<file path="src/logic/servo_io_regs.svh">
// Contract
// (RULE1) Message is 8 bytes: control byte, block, command code, response code, data.
// (RULE2) A move starts only on start-move rise with code 0x01, 0x11, 0x12, 0x1E, 0x1F.
// (RULE3) A started move runs to completion even if start-move drops.
// (RULE4) Start-block rise begins stored blocks from the block number in byte 1.
// (RULE5) Start-block falling during block execution stops block execution.
// (RULE6) Absolute/incremental bit is sampled at the start-move rise.
// (RULE7) Incremental target is current position plus data; absolute target is data.
// (RULE8) Direction bit selects continuous rotation and matters only for code 0x11.
// (RULE9) Smooth-stop rise decelerates with the configured profile, regardless of data valid.
// (RULE10) Hard-stop rise stops at maximum deceleration, regardless of data valid.
// (RULE11) Codes and data latch only with data valid; enable and stops always.
// (RULE12) Dropping data valid while an error is flagged clears the command error.
// (RULE13) Enable is a level; servo is on only while it is held at 1.
// (RULE14) Releasing external stop while enable is 1 turns the servo on at once.
// (RULE15) Axis instance must be 1; any other value raises a command error.
// (RULE16) Command codes decode into target, speed, rates, return type, alarm clear, switch.
// (RULE17) The master must not send reserved command codes.
// (RULE18) Response data follows the response code; reserved codes read zero.
// (RULE19) Code 0x1F takes its target from the stored end position parameter.
// (RULE20) New data and a start-move rise in one message start with that data.
// (RULE21) The master supplies only positive speeds and rates.
// (RULE22) Latched rates apply to positioning, continuous operation and origin returns.
// (RULE23) Code 0x11 runs at the latched speed in the direction bit's sense; the code takes o_cont_speed from the 0x11 data, not o_target_speed.
// (RULE24) After a valid message the data is checked, valid echoed, error flagged on failure.
// (RULE25) A reserved command code with data valid flags an error and moves nothing.
`ifndef SERVO_IO_REGS_SVH
`define SERVO_IO_REGS_SVH

`define OFS_CMD_LO 8'h00
`define OFS_CMD_HI 8'h04
`define OFS_RSP_LO 8'h08
`define OFS_RSP_HI 8'h0c

`define BIT_ENABLE 7
`define BIT_VALID 6
`define BIT_HARD 5
`define BIT_SMOOTH 4
`define BIT_DIR 3
`define BIT_INCR 2
`define BIT_BLOCK 1
`define BIT_MOVE 0

`define AXIS_ONE 3'h1
`define CODE_NOP 5'h00
`define CODE_POS 5'h01
`define CODE_SPEED 5'h02
`define CODE_ACCEL 5'h03
`define CODE_DECEL 5'h04
`define CODE_CONT 5'h11
`define CODE_ORIGIN 5'h12
`define CODE_ALM_CLR 5'h1e
`define CODE_SWITCH 5'h1f

`define RSP_CUR_POS 5'h01
`define RSP_REF_POS 5'h02
`define RSP_CUR_SPD 5'h03
`define RSP_TORQUE 5'h05
`define RSP_ALARM 5'h1e

`define RESP_OKAY 2'h0
`define RESP_SLVERR 2'h2
`define ZERO32 32'h0000_0000
`define ZERO8 8'h00

`endif

</file>
<file path="src/logic/servo_io_pkg.sv">
package servo_io_pkg;

    typedef enum logic [0:0] {TRAJ_IDLE, TRAJ_MOVING} traj_e;

    typedef enum logic [2:0] {MOVE_POSITION, MOVE_CONTINUOUS, MOVE_ORIGIN, MOVE_ALARM_CLEAR,
                              MOVE_SWITCH} move_kind_e;

    typedef struct packed {
        traj_e traj;
        logic [7:0] ctl;
        logic [7:0] blk_num;
        logic [4:0] cmd_code;
        logic [4:0] rsp_code;
        logic [31:0] cmd_data;
        logic [31:0] lo_image;
        logic [31:0] hi_stage;
        logic rsp_valid;
        logic cmd_err;
        logic servo_on;
        logic incremental;
        logic direction;
        logic [31:0] target;
        logic [31:0] speed;
        logic [31:0] cont_speed;
        logic [31:0] accel;
        logic [31:0] decel;
        logic [7:0] ret_type;
        logic move_start;
        move_kind_e move_kind;
        logic block_start;
        logic block_stop;
        logic smooth_stop;
        logic hard_stop;
        logic aw_v;
        logic [7:0] aw_addr;
        logic w_v;
        logic [31:0] wdata;
        logic [3:0] wstrb;
        logic bvalid;
        logic [1:0] bresp;
        logic rvalid;
        logic [31:0] rdata;
        logic [1:0] rresp;
    } state_s;

endpackage

</file>
<file path="src/logic/servo_io_command_decoder.sv">
`include "servo_io_regs.svh"

module servo_io_command_decoder
    import servo_io_pkg::*;
(
    // Clock and reset.
    input wire logic i_clk,
    input wire logic i_reset,
    // AXI4-Lite write address and data.
    input wire logic i_awvalid,
    output logic o_awready,
    input wire logic [7:0] i_awaddr,
    input wire logic i_wvalid,
    output logic o_wready,
    input wire logic [31:0] i_wdata,
    input wire logic [3:0] i_wstrb,
    // AXI4-Lite write response.
    output logic o_bvalid,
    input wire logic i_bready,
    output logic [1:0] o_bresp,
    // AXI4-Lite read.
    input wire logic i_arvalid,
    output logic o_arready,
    input wire logic [7:0] i_araddr,
    output logic o_rvalid,
    input wire logic i_rready,
    output logic [31:0] o_rdata,
    output logic [1:0] o_rresp,
    // Motion engine status.
    input wire logic [31:0] i_cur_position,
    input wire logic [31:0] i_ref_position,
    input wire logic [31:0] i_cur_speed,
    input wire logic [31:0] i_torque,
    input wire logic [31:0] i_alarm_code,
    input wire logic [31:0] i_stored_end_position_param,
    input wire logic i_move_done,
    input wire logic i_block_busy,
    input wire logic [7:0] i_exec_block,
    input wire logic i_ext_stop,
    input wire logic i_alarm,
    input wire logic i_servo_ready,
    // Motion engine commands.
    output logic o_servo_on,
    output logic o_move_start,
    output move_kind_e o_move_kind,
    output logic [31:0] o_target_position,
    output logic [31:0] o_target_speed,
    output logic [31:0] o_cont_speed,
    output logic o_direction,
    output logic [31:0] o_accel,
    output logic [31:0] o_decel,
    output logic [7:0] o_return_type,
    output logic o_block_start,
    output logic [7:0] o_block_number,
    output logic o_block_stop,
    output logic o_smooth_stop,
    output logic o_hard_stop,
    output logic o_traj_busy
);

    state_s q;
    state_s d;

    logic do_write;
    logic commit;
    logic [31:0] merged;
    logic [7:0] nb0;
    logic code_ok;
    logic axis_ok;
    logic [4:0] eff_code;
    logic [31:0] eff_data;
    logic move_rise;
    logic [31:0] rsp_lo;
    logic [31:0] rsp_hi;

    assign do_write = q.aw_v && q.w_v && !q.bvalid;
    assign commit = do_write && q.aw_addr == `OFS_CMD_LO;

    always_comb
    begin
        merged = q.lo_image;
        for (int i = 0; i < 4; i++)
        begin
            if (q.wstrb[i])
            begin
                merged[8*i +: 8] = q.wdata[8*i +: 8];
            end
        end
    end

    assign nb0 = merged[7:0];
    assign axis_ok = merged[23:21] == `AXIS_ONE && merged[31:29] == `AXIS_ONE; // RULE15

    // Reserved codes are refused here so that they never reach the motion engine.
    always_comb
    begin
        case (merged[20:16]) // RULE16 RULE25
            `CODE_NOP, `CODE_POS, `CODE_SPEED, `CODE_ACCEL, `CODE_DECEL,
            `CODE_CONT, `CODE_ORIGIN, `CODE_ALM_CLR, `CODE_SWITCH: code_ok = 1'b1;
            default: code_ok = 1'b0;
        endcase
    end

    // Fresh data in the same message is used by a start in that message.
    assign eff_code = nb0[`BIT_VALID] ? merged[20:16] : q.cmd_code; // RULE20
    assign eff_data = nb0[`BIT_VALID] ? q.hi_stage : q.cmd_data; // RULE20
    assign move_rise = commit && nb0[`BIT_MOVE] && !q.ctl[`BIT_MOVE]; // RULE2

    always_comb
    begin
        rsp_lo = {`AXIS_ONE, q.rsp_code, q.cmd_err, 6'h00, i_servo_ready, i_exec_block,
                  q.servo_on, q.rsp_valid, 1'b0, i_ext_stop, i_alarm, 1'b0, i_block_busy,
                  q.traj == TRAJ_MOVING};
        case (q.rsp_code) // RULE18
            `RSP_CUR_POS: rsp_hi = i_cur_position;
            `RSP_REF_POS: rsp_hi = i_ref_position;
            `RSP_CUR_SPD: rsp_hi = i_cur_speed;
            `RSP_TORQUE: rsp_hi = i_torque;
            `RSP_ALARM: rsp_hi = i_alarm_code;
            default: rsp_hi = `ZERO32;
        endcase
    end

    always_comb
    begin
        d = q;
        d.move_start = 1'b0;
        d.block_start = 1'b0;
        d.block_stop = 1'b0;
        d.smooth_stop = 1'b0;
        d.hard_stop = 1'b0;

        // AXI4-Lite slave.
        if (i_awvalid && !q.aw_v)
        begin
            d.aw_v = 1'b1;
            d.aw_addr = i_awaddr;
        end
        if (i_wvalid && !q.w_v)
        begin
            d.w_v = 1'b1;
            d.wdata = i_wdata;
            d.wstrb = i_wstrb;
        end
        if (q.bvalid && i_bready)
        begin
            d.bvalid = 1'b0;
        end
        if (do_write)
        begin
            d.aw_v = 1'b0;
            d.w_v = 1'b0;
            d.bvalid = 1'b1;
            d.bresp = `RESP_OKAY;
            if (q.aw_addr == `OFS_CMD_HI)
            begin
                for (int i = 0; i < 4; i++)
                begin
                    if (q.wstrb[i])
                    begin
                        d.hi_stage[8*i +: 8] = q.wdata[8*i +: 8];
                    end
                end
            end
            else if (q.aw_addr == `OFS_CMD_LO)
            begin
                d.lo_image = merged;
            end
            else
            begin
                d.bresp = `RESP_SLVERR;
            end
        end
        if (q.rvalid && i_rready)
        begin
            d.rvalid = 1'b0;
        end
        if (i_arvalid && !q.rvalid)
        begin
            d.rvalid = 1'b1;
            d.rresp = `RESP_OKAY;
            case (i_araddr)
                `OFS_CMD_LO: d.rdata = q.lo_image;
                `OFS_CMD_HI: d.rdata = q.hi_stage;
                `OFS_RSP_LO: d.rdata = rsp_lo;
                `OFS_RSP_HI: d.rdata = rsp_hi;
                default:
                begin
                    d.rdata = `ZERO32;
                    d.rresp = `RESP_SLVERR;
                end
            endcase
        end

        // Command message, taken as a whole when the low word is written.
        if (commit)
        begin // RULE1
            d.ctl = nb0; // RULE11
            d.blk_num = merged[15:8];
            d.smooth_stop = nb0[`BIT_SMOOTH] && !q.ctl[`BIT_SMOOTH]; // RULE9
            d.hard_stop = nb0[`BIT_HARD] && !q.ctl[`BIT_HARD]; // RULE10
            if (nb0[`BIT_VALID])
            begin
                d.cmd_code = merged[20:16]; // RULE11
                d.rsp_code = merged[28:24]; // RULE11
                d.cmd_data = q.hi_stage; // RULE11
                d.rsp_valid = 1'b1; // RULE24
                d.cmd_err = !(axis_ok && code_ok); // RULE24 RULE15 RULE25
                case (merged[20:16]) // RULE16 RULE22
                    `CODE_SPEED: d.speed = q.hi_stage;
                    `CODE_ACCEL: d.accel = q.hi_stage;
                    `CODE_DECEL: d.decel = q.hi_stage;
                    default:
                    begin
                    end
                endcase
            end
            else
            begin
                d.rsp_valid = 1'b0;
                d.cmd_err = 1'b0; // RULE12
            end
            if (nb0[`BIT_BLOCK] && !q.ctl[`BIT_BLOCK])
            begin
                d.block_start = 1'b1; // RULE4
            end
            if (!nb0[`BIT_BLOCK] && q.ctl[`BIT_BLOCK] && i_block_busy)
            begin
                d.block_stop = 1'b1; // RULE5
            end
            // A start is ignored while the servo is off or the message is in error.
            if (move_rise && q.servo_on && !d.cmd_err)
            begin
                d.incremental = nb0[`BIT_INCR]; // RULE6
                d.move_start = 1'b1; // RULE2
                case (eff_code) // RULE2
                    `CODE_POS:
                    begin
                        d.move_kind = MOVE_POSITION;
                        d.target = nb0[`BIT_INCR] ? i_cur_position + eff_data : eff_data; // RULE7
                    end
                    `CODE_CONT:
                    begin
                        d.move_kind = MOVE_CONTINUOUS; // RULE23
                        d.cont_speed = eff_data; // RULE23
                        d.direction = nb0[`BIT_DIR]; // RULE8
                    end
                    `CODE_ORIGIN:
                    begin
                        d.move_kind = MOVE_ORIGIN;
                        d.ret_type = eff_data[7:0]; // RULE16
                    end
                    `CODE_ALM_CLR:
                    begin
                        d.move_kind = MOVE_ALARM_CLEAR;
                        d.move_start = eff_data[0]; // RULE16
                    end
                    `CODE_SWITCH:
                    begin
                        d.move_kind = MOVE_SWITCH;
                        d.target = i_stored_end_position_param; // RULE19
                    end
                    default: d.move_start = 1'b0; // RULE2
                endcase
            end
        end

        // Travel ends only when the engine reports it, never when start-move drops.
        case (q.traj) // RULE3
            TRAJ_IDLE:
            begin
                if (q.move_start && q.move_kind != MOVE_ALARM_CLEAR)
                begin
                    d.traj = TRAJ_MOVING;
                end
            end
            TRAJ_MOVING:
            begin
                if (i_move_done)
                begin
                    d.traj = TRAJ_IDLE;
                end
            end
            default: d.traj = TRAJ_IDLE;
        endcase

        d.servo_on = d.ctl[`BIT_ENABLE] && !i_ext_stop; // RULE13 RULE14
    end

    always_ff @(posedge i_clk or posedge i_reset)
    begin
        if (i_reset)
        begin
            q <= '0;
        end
        else
        begin
            q <= d;
        end
    end

    assign o_awready = !q.aw_v;
    assign o_wready = !q.w_v;
    assign o_bvalid = q.bvalid;
    assign o_bresp = q.bresp;
    assign o_arready = !q.rvalid;
    assign o_rvalid = q.rvalid;
    assign o_rdata = q.rdata;
    assign o_rresp = q.rresp;
    assign o_servo_on = q.servo_on;
    assign o_move_start = q.move_start;
    assign o_move_kind = q.move_kind;
    assign o_target_position = q.target;
    assign o_target_speed = q.speed;
    assign o_cont_speed = q.cont_speed;
    assign o_direction = q.direction;
    assign o_accel = q.accel;
    assign o_decel = q.decel;
    assign o_return_type = q.ret_type;
    assign o_block_start = q.block_start;
    assign o_block_number = q.blk_num;
    assign o_block_stop = q.block_stop;
    assign o_smooth_stop = q.smooth_stop;
    assign o_hard_stop = q.hard_stop;
    assign o_traj_busy = q.traj == TRAJ_MOVING;
endmodule

</file>
<file path="config.mk">
export PLATFORM = sky130hd
export DESIGN_NAME = servo_io_command_decoder
export DESIGN_NICKNAME = d
export VERILOG_FILES = /design/src/logic/servo_io_pkg.sv /design/src/logic/servo_io_command_decoder.sv
export VERILOG_INCLUDE_DIRS = /design/src /design/src/logic
export SDC_FILE = /design/constraint.sdc
export NUM_CORES = 1
export LEC_CHECK = 0
export ABC_AREA = 1
export BUFFER_PORTS_ARGS = -buffer_cell sky130_fd_sc_hd__buf_2
export CELL_PAD_IN_SITES_DETAIL_PLACEMENT = 1
export CELL_PAD_IN_SITES_GLOBAL_PLACEMENT = 1
export CORE_UTILIZATION = 42
export DETAILED_ROUTE_END_ITERATION = 7
export PLACE_DENSITY = 0.86
export SLEW_MARGIN = 0
export SYNTH_ARGS = -nofsm -noshare
export SYNTH_HDL_FRONTEND = slang
export SYNTH_SLANG_ARGS = --single-unit
</file>
<file path="constraint.sdc">
create_clock -name i_clk -period 38.5 [get_ports i_clk]
set_input_delay 7.7 -clock i_clk [delete_from_list [all_inputs] [get_ports i_clk]]
set_output_delay 7.7 -clock i_clk [all_outputs]
set_load 0.05 [all_outputs]
</file>
# == Yosys cells after proc, flatten, opt, wreduce, memory -nomap -nowiden ==
# Memory sizes are Yosys's and may differ from the RTL's.
# Index checks and enable logic that the tools add are counted.
# classes
muxes,34
n_bitwise,2
n_addsub,1
reduce_logical,56
n_eq_ne,20
# ops
cell,count
32-bit one-hot mux with 5 select lines,1
32-bit one-hot mux with 4 select lines,1
32-bit two-way mux,2
32-bit one-hot mux with 2 select lines,1
58-bit two-way mux,1
42-bit two-way mux,1
8-bit two-way mux,5
37-bit two-way mux,1
3-bit AND reduction,12
35-bit two-way mux,1
32-bit adder,1
"5-bit == test, second input constant",5
1-bit logical AND,21
"5-bit by 2-bit == test with 1-bit output, second input constant",4
"8-bit by 3-bit == test with 1-bit output, second input constant",2
"8-bit by 4-bit == test with 1-bit output, second input constant",2
8-bit logical NOT,2
3-bit one-hot mux with 5 select lines,1
1-bit logical NOT,12
"5-bit by 1-bit == test with 1-bit output, second input constant",2
"5-bit by 3-bit == test with 1-bit output, second input constant",2
2-bit two-way mux,5
2-bit nonzero test,5
9-bit two-way mux,1
11 further kinds,22
# totals
romBits,32
input_bits,264
reg_bits,387
mem_count,1
out_inout_bits,228
word_cells,152
# memory_table
memory,words,width,read_ports,rd_clocked_by_memory_dff,write_ports,line_no,rtl
(no name shown),32,1,1,0,0,servo_io_command_decoder.sv:97,case (merged[20:16])

# == Logic depth before layout (Yosys ltp) ==
# logic_depth
depth_word,11
depth_mapped,25
ltp_nobuf,22

# == Least setup slack after synthesis ==
# No wires, ideal clock.
# synth_path
kind,input -> register
from,input i_cur_position[0]
to,register q (netlist bit o_target_position[16])
stages,15
path_buffers,0
t_required_ns,38.383
setup_time_ns,0.117
t_arrival_ns,9.191
setup_slack_ns,29.192
cell_sequence,ha_1 -> inv_1 -> fa_1 -> inv_1 -> nand3_1 -> nand3_1 -> nand2_1 -> nand2_1 -> nand3_1 -> nand2_1 -> nand2_1 -> nand3_1 -> nand3_1 -> nand2_1 -> nand2_1
# synth_via
elab_chain_cells,3
# synth_lines
element,line_no,rtl
start: declaration,servo_io_command_decoder.sv:30,"input wire logic [31:0] i_cur_position,"
32-bit adder,servo_io_command_decoder.sv:240,d.target = nb0[`BIT_INCR] ? i_cur_position + eff_data : eff_data;
32-bit two-way mux,servo_io_command_decoder.sv:240,
32-bit one-hot mux with 2 select lines,servo_io_command_decoder.sv:236,case (eff_code)
end signal: assignment,servo_io_command_decoder.sv:294,q <= '0;
end signal: assignment,servo_io_command_decoder.sv:298,q <= d;
end: declaration,servo_io_command_decoder.sv:61,state_s q;
# Every way passes these cells.
# A chain may end at the register's enable or synchronous reset.

==> impl_metrics.ini <==
[finish]
layout-drive-gt1-share = 0.192
finalNonFillerCells = 3875
regArea_um2 = 9560
multi_input_comb_area_um2 = 8550
fillers = 6532
synthToLayoutAreaGrowth_pct = 12.6
final_nets = 3470

[setup_path]
crit_top_cell = buf_4
cp.arrival_ns = 11.08
cp-end-kind = asynchronous set/reset pin
slowest_delay_ns = 0.87
cp_data_required_time_ns = 39.09
cp_cell_sequence = buf_2, inv_8, buf_4, buf_4, buf_4
critPathSlowestCell = buf_4
path_class = in2async
start_kind = primary input
path_max_fanout = 98

[placement]
dp.cells = 3795
gp_congestion = 1.09
dpl.hpwl_mm = 70.0
post-place-ws_ns = 27.27
io_buffers = 489

[sta]
setup_viol = 0
final_hold_viol_count = 0
worst_slack_ns = 28.01
setup-tns-final_ns = 0
fmax_mhz = 95.3
max-slew-margin-rel = 0.197
min_period_over_period = 0.273
fin_crit_ns = 10.49
worst_pin_slew_ns = 1.20
clock_skew_ns = 0.0140
finalMaxSlewViolations = 0
rsz0062_at_grt = no

[worst_hold_path]
holdCritPathClass = reg2reg

[synthesis]
synth_cells = 2944
synth_edf_count = 0
synth_cell_type_count = 47
ys_warn_count = 0
netlist_area_um2 = 21700
ys_ff_latch = 382
synthArstFlopShare = 1.00
avgSynthCellArea_um2 = 7.38
synth.largest_area_cell = dfrtp_1
synth_seq_area_share = 0.440
yosys.area.top_type_share = 0.440
synth.area.top_cells = dfrtp_1 (44%), nand2_1 (15%), buf_4 (7.5%), inv_1 (6.8%), o21ai_0 (5.8%)
synth_ff_type = dfrtp_1

[die]
fp.dieW_um = 229
initial_core_util = 0.430
num_rows = 82
core_um2 = 50600
io_pins = 492
die_h_um = 229
die_area_um2 = 52700

[clocking]
clkSinkCount = 382
cts_resized = 0
cts_buffers = 43
htree_num_levels = 2
cts_setup_buffers = 0
hold_buffers = 0
tritoncts = yes
cts_root_buf = clkbuf_16
path_clk_slew_ns = 0.06
clk_latency_ns = 0.60
clockBufferDepth = 3

[global_routing]
grt_usage = 0.336
grt_pass1_vias = 21100
gr-total-overflow = 0
antenna_found_initial = 7
grt_pass1_wl_mm = 132
grt_max_degree = 99

[run_status]
status = finished clean

[routing]
drc = 0
vias_per_cell = 5.39
dr.pass1.iters = 5
postRouteAntennaNets = 0
routedWlPerCell_um = 23.1
drt-initial-drc-count = 1834
dr_total_vias = 20900
drt_wl_total_mm = 89.6

[pwr]
power_leakage_nw = 13.0
ir_drop_mv = 0.0390
power_density_nw_per_um2 = 45.4

[run]
cap_violations = 0
## power by group
part	internal (W)	switching, W
combinational	0.0000622	0.000180
clock	0.000230	0.000179
sequential	0.000430	0.0000287
total	0.000722	0.000388
## cell families after synthesis
group,share of synthesized area
XOR/XNOR,0.00161
buffers and inverters,0.167
AND/OR/NAND/NOR,0.224
other,0.000173
multiplexers,0.00207
flip-flops,0.440
AO/OA/AOI/OAI,0.143
adder cells (fa/ha/maj),0.0222
## cells in the final DEF, fill, tap and decap left out, types with 3 or more instances in the layout
cell type | netlist | routed
inv_1 | 396 | 395
buf_2 | 34 | 489
clkinv_1 | 3 | 3
nand3_2 | 3 | 3
diode_2 | 0 | 6
nand3b_1 | 5 | 5
xnor2_1 | 4 | 4
clkbuf_16 | 0 | 43
mux2_2 | 4 | 4
inv_2 | 5 | 5
clkinv_2 | 0 | 7
nor2_4 | 3 | 3
nand4_1 | 16 | 16
o221ai_1 | 7 | 7
o211ai_1 | 27 | 27
ha_1 | 37 | 37
o22ai_1 | 22 | 22
nand2_1 | 896 | 895
nor2_1 | 174 | 174
dfrtp_1 | 382 | 382
a21oi_1 | 89 | 89
o21ai_1 | 143 | 143
a22o_1 | 6 | 6
nand2_2 | 4 | 5
o21a_1 | 5 | 5
nor2_2 | 3 | 3
nor3_1 | 10 | 9
clkbuf_8 | 0 | 8
o21ai_0 | 253 | 253
buf_4 | 217 | 18
clkbuf_1 | 70 | 8
nand3_1 | 84 | 84
a221oi_1 | 8 | 8
o21ai_2 | 5 | 5
nand4_2 | 4 | 4
## final timing paths
| kind | start | slack, ns | end | cells after the start |
|---|---|---|---|---|
| min reg2reg | q[380] | 0.44 | o_block_start | 1 |
| max | i_reset | 28.01 | o_target_position[29] | 5 |
| min | q[380] | 0.44 | o_block_start | 1 |
| max in group i_clk | i_araddr[7] | 28.58 | o_rdata[5] | 8 |
| min in group asynchronous | i_reset | 7.19 | o_accel[8] | 2 |
| max reg2reg | q[38] | 34.15 | o_target_position[31] | 13 |
## metal layers
metal	up-vias	part of all wire	track usage
met4	0	0.044	0.143
met5	-	0	0
met2	847	0.48	0.556
met1	10400	0.41	0.431
li1	9513	-	-
met3	169	0.072	0.0575
## cells in the mapped netlist, drive strengths merged (4+ instances only)
cell	n
dfrtp	382
clkbuf	70
a22o	6
inv	401
xnor2	4
nand3b	6
a221oi	8
ha	37
a21oi	89
o221ai	7
nor2	180
nand2	901
o21ai	402
nor3	12
buf	259
o22ai	22
o211ai	27
o21a	5
nand3	87
mux2	4
nand4	20
## state kept, by name, summed over array words and instances (netlist names)
| register | count |
|---|---|
| q | 159 |
| o_accel | 32 |
| o_cont_speed | 32 |
| o_decel | 32 |
| o_rdata | 32 |
| o_target_position | 32 |
| o_target_speed | 32 |
| o_block_number | 8 |
| o_return_type | 8 |
| o_move_kind | 3 |
| o_block_start | 1 |
| o_block_stop | 1 |
| o_bresp | 1 |
| o_bvalid | 1 |
| o_direction | 1 |
| o_hard_stop | 1 |
| o_move_start | 1 |
| o_rresp | 1 |
| o_rvalid | 1 |
| o_servo_on | 1 |
| o_smooth_stop | 1 |
| o_traj_busy | 1 |
## worst max-delay path: cells and delay by family
kind | cells | cell delay [ns]
buf+inv | 5 | 3.13
## per-stage QoR
| step | hold WS, ns | total power [W] | cell area, um2 | utilization |
|---|---|---|---|---|
| 2_1_floorplan | 0.403 | 0.000616 | 21700 | - |
| 6_report | 0.437 | 0.00111 | 24500 | 0.484 |
| 3_3_place_gp | 0.409 | 0.000690 | 23100 | 0.456 |
| 4_1_cts | 0.435 | 0.00111 | 24400 | 0.483 |
| 3_5_place_dp | 0.428 | 0.000703 | 23100 | 0.456 |
| 5_1_grt | 0.446 | 0.00115 | 24500 | 0.484 |
## layout make-up
class	instances	area share
Tap cell	672	0.0344
Sequential cell	382	0.391
Clock inverter	15	0.00726
Timing Repair Buffer	507	0.106
Inverter	404	0.0623
Multi-Input combinational cell	1830	0.349
Antenna cell	6	0.000614
Clock buffer	59	0.0497
No activity file was read; power rests on OpenSTA's default activity.
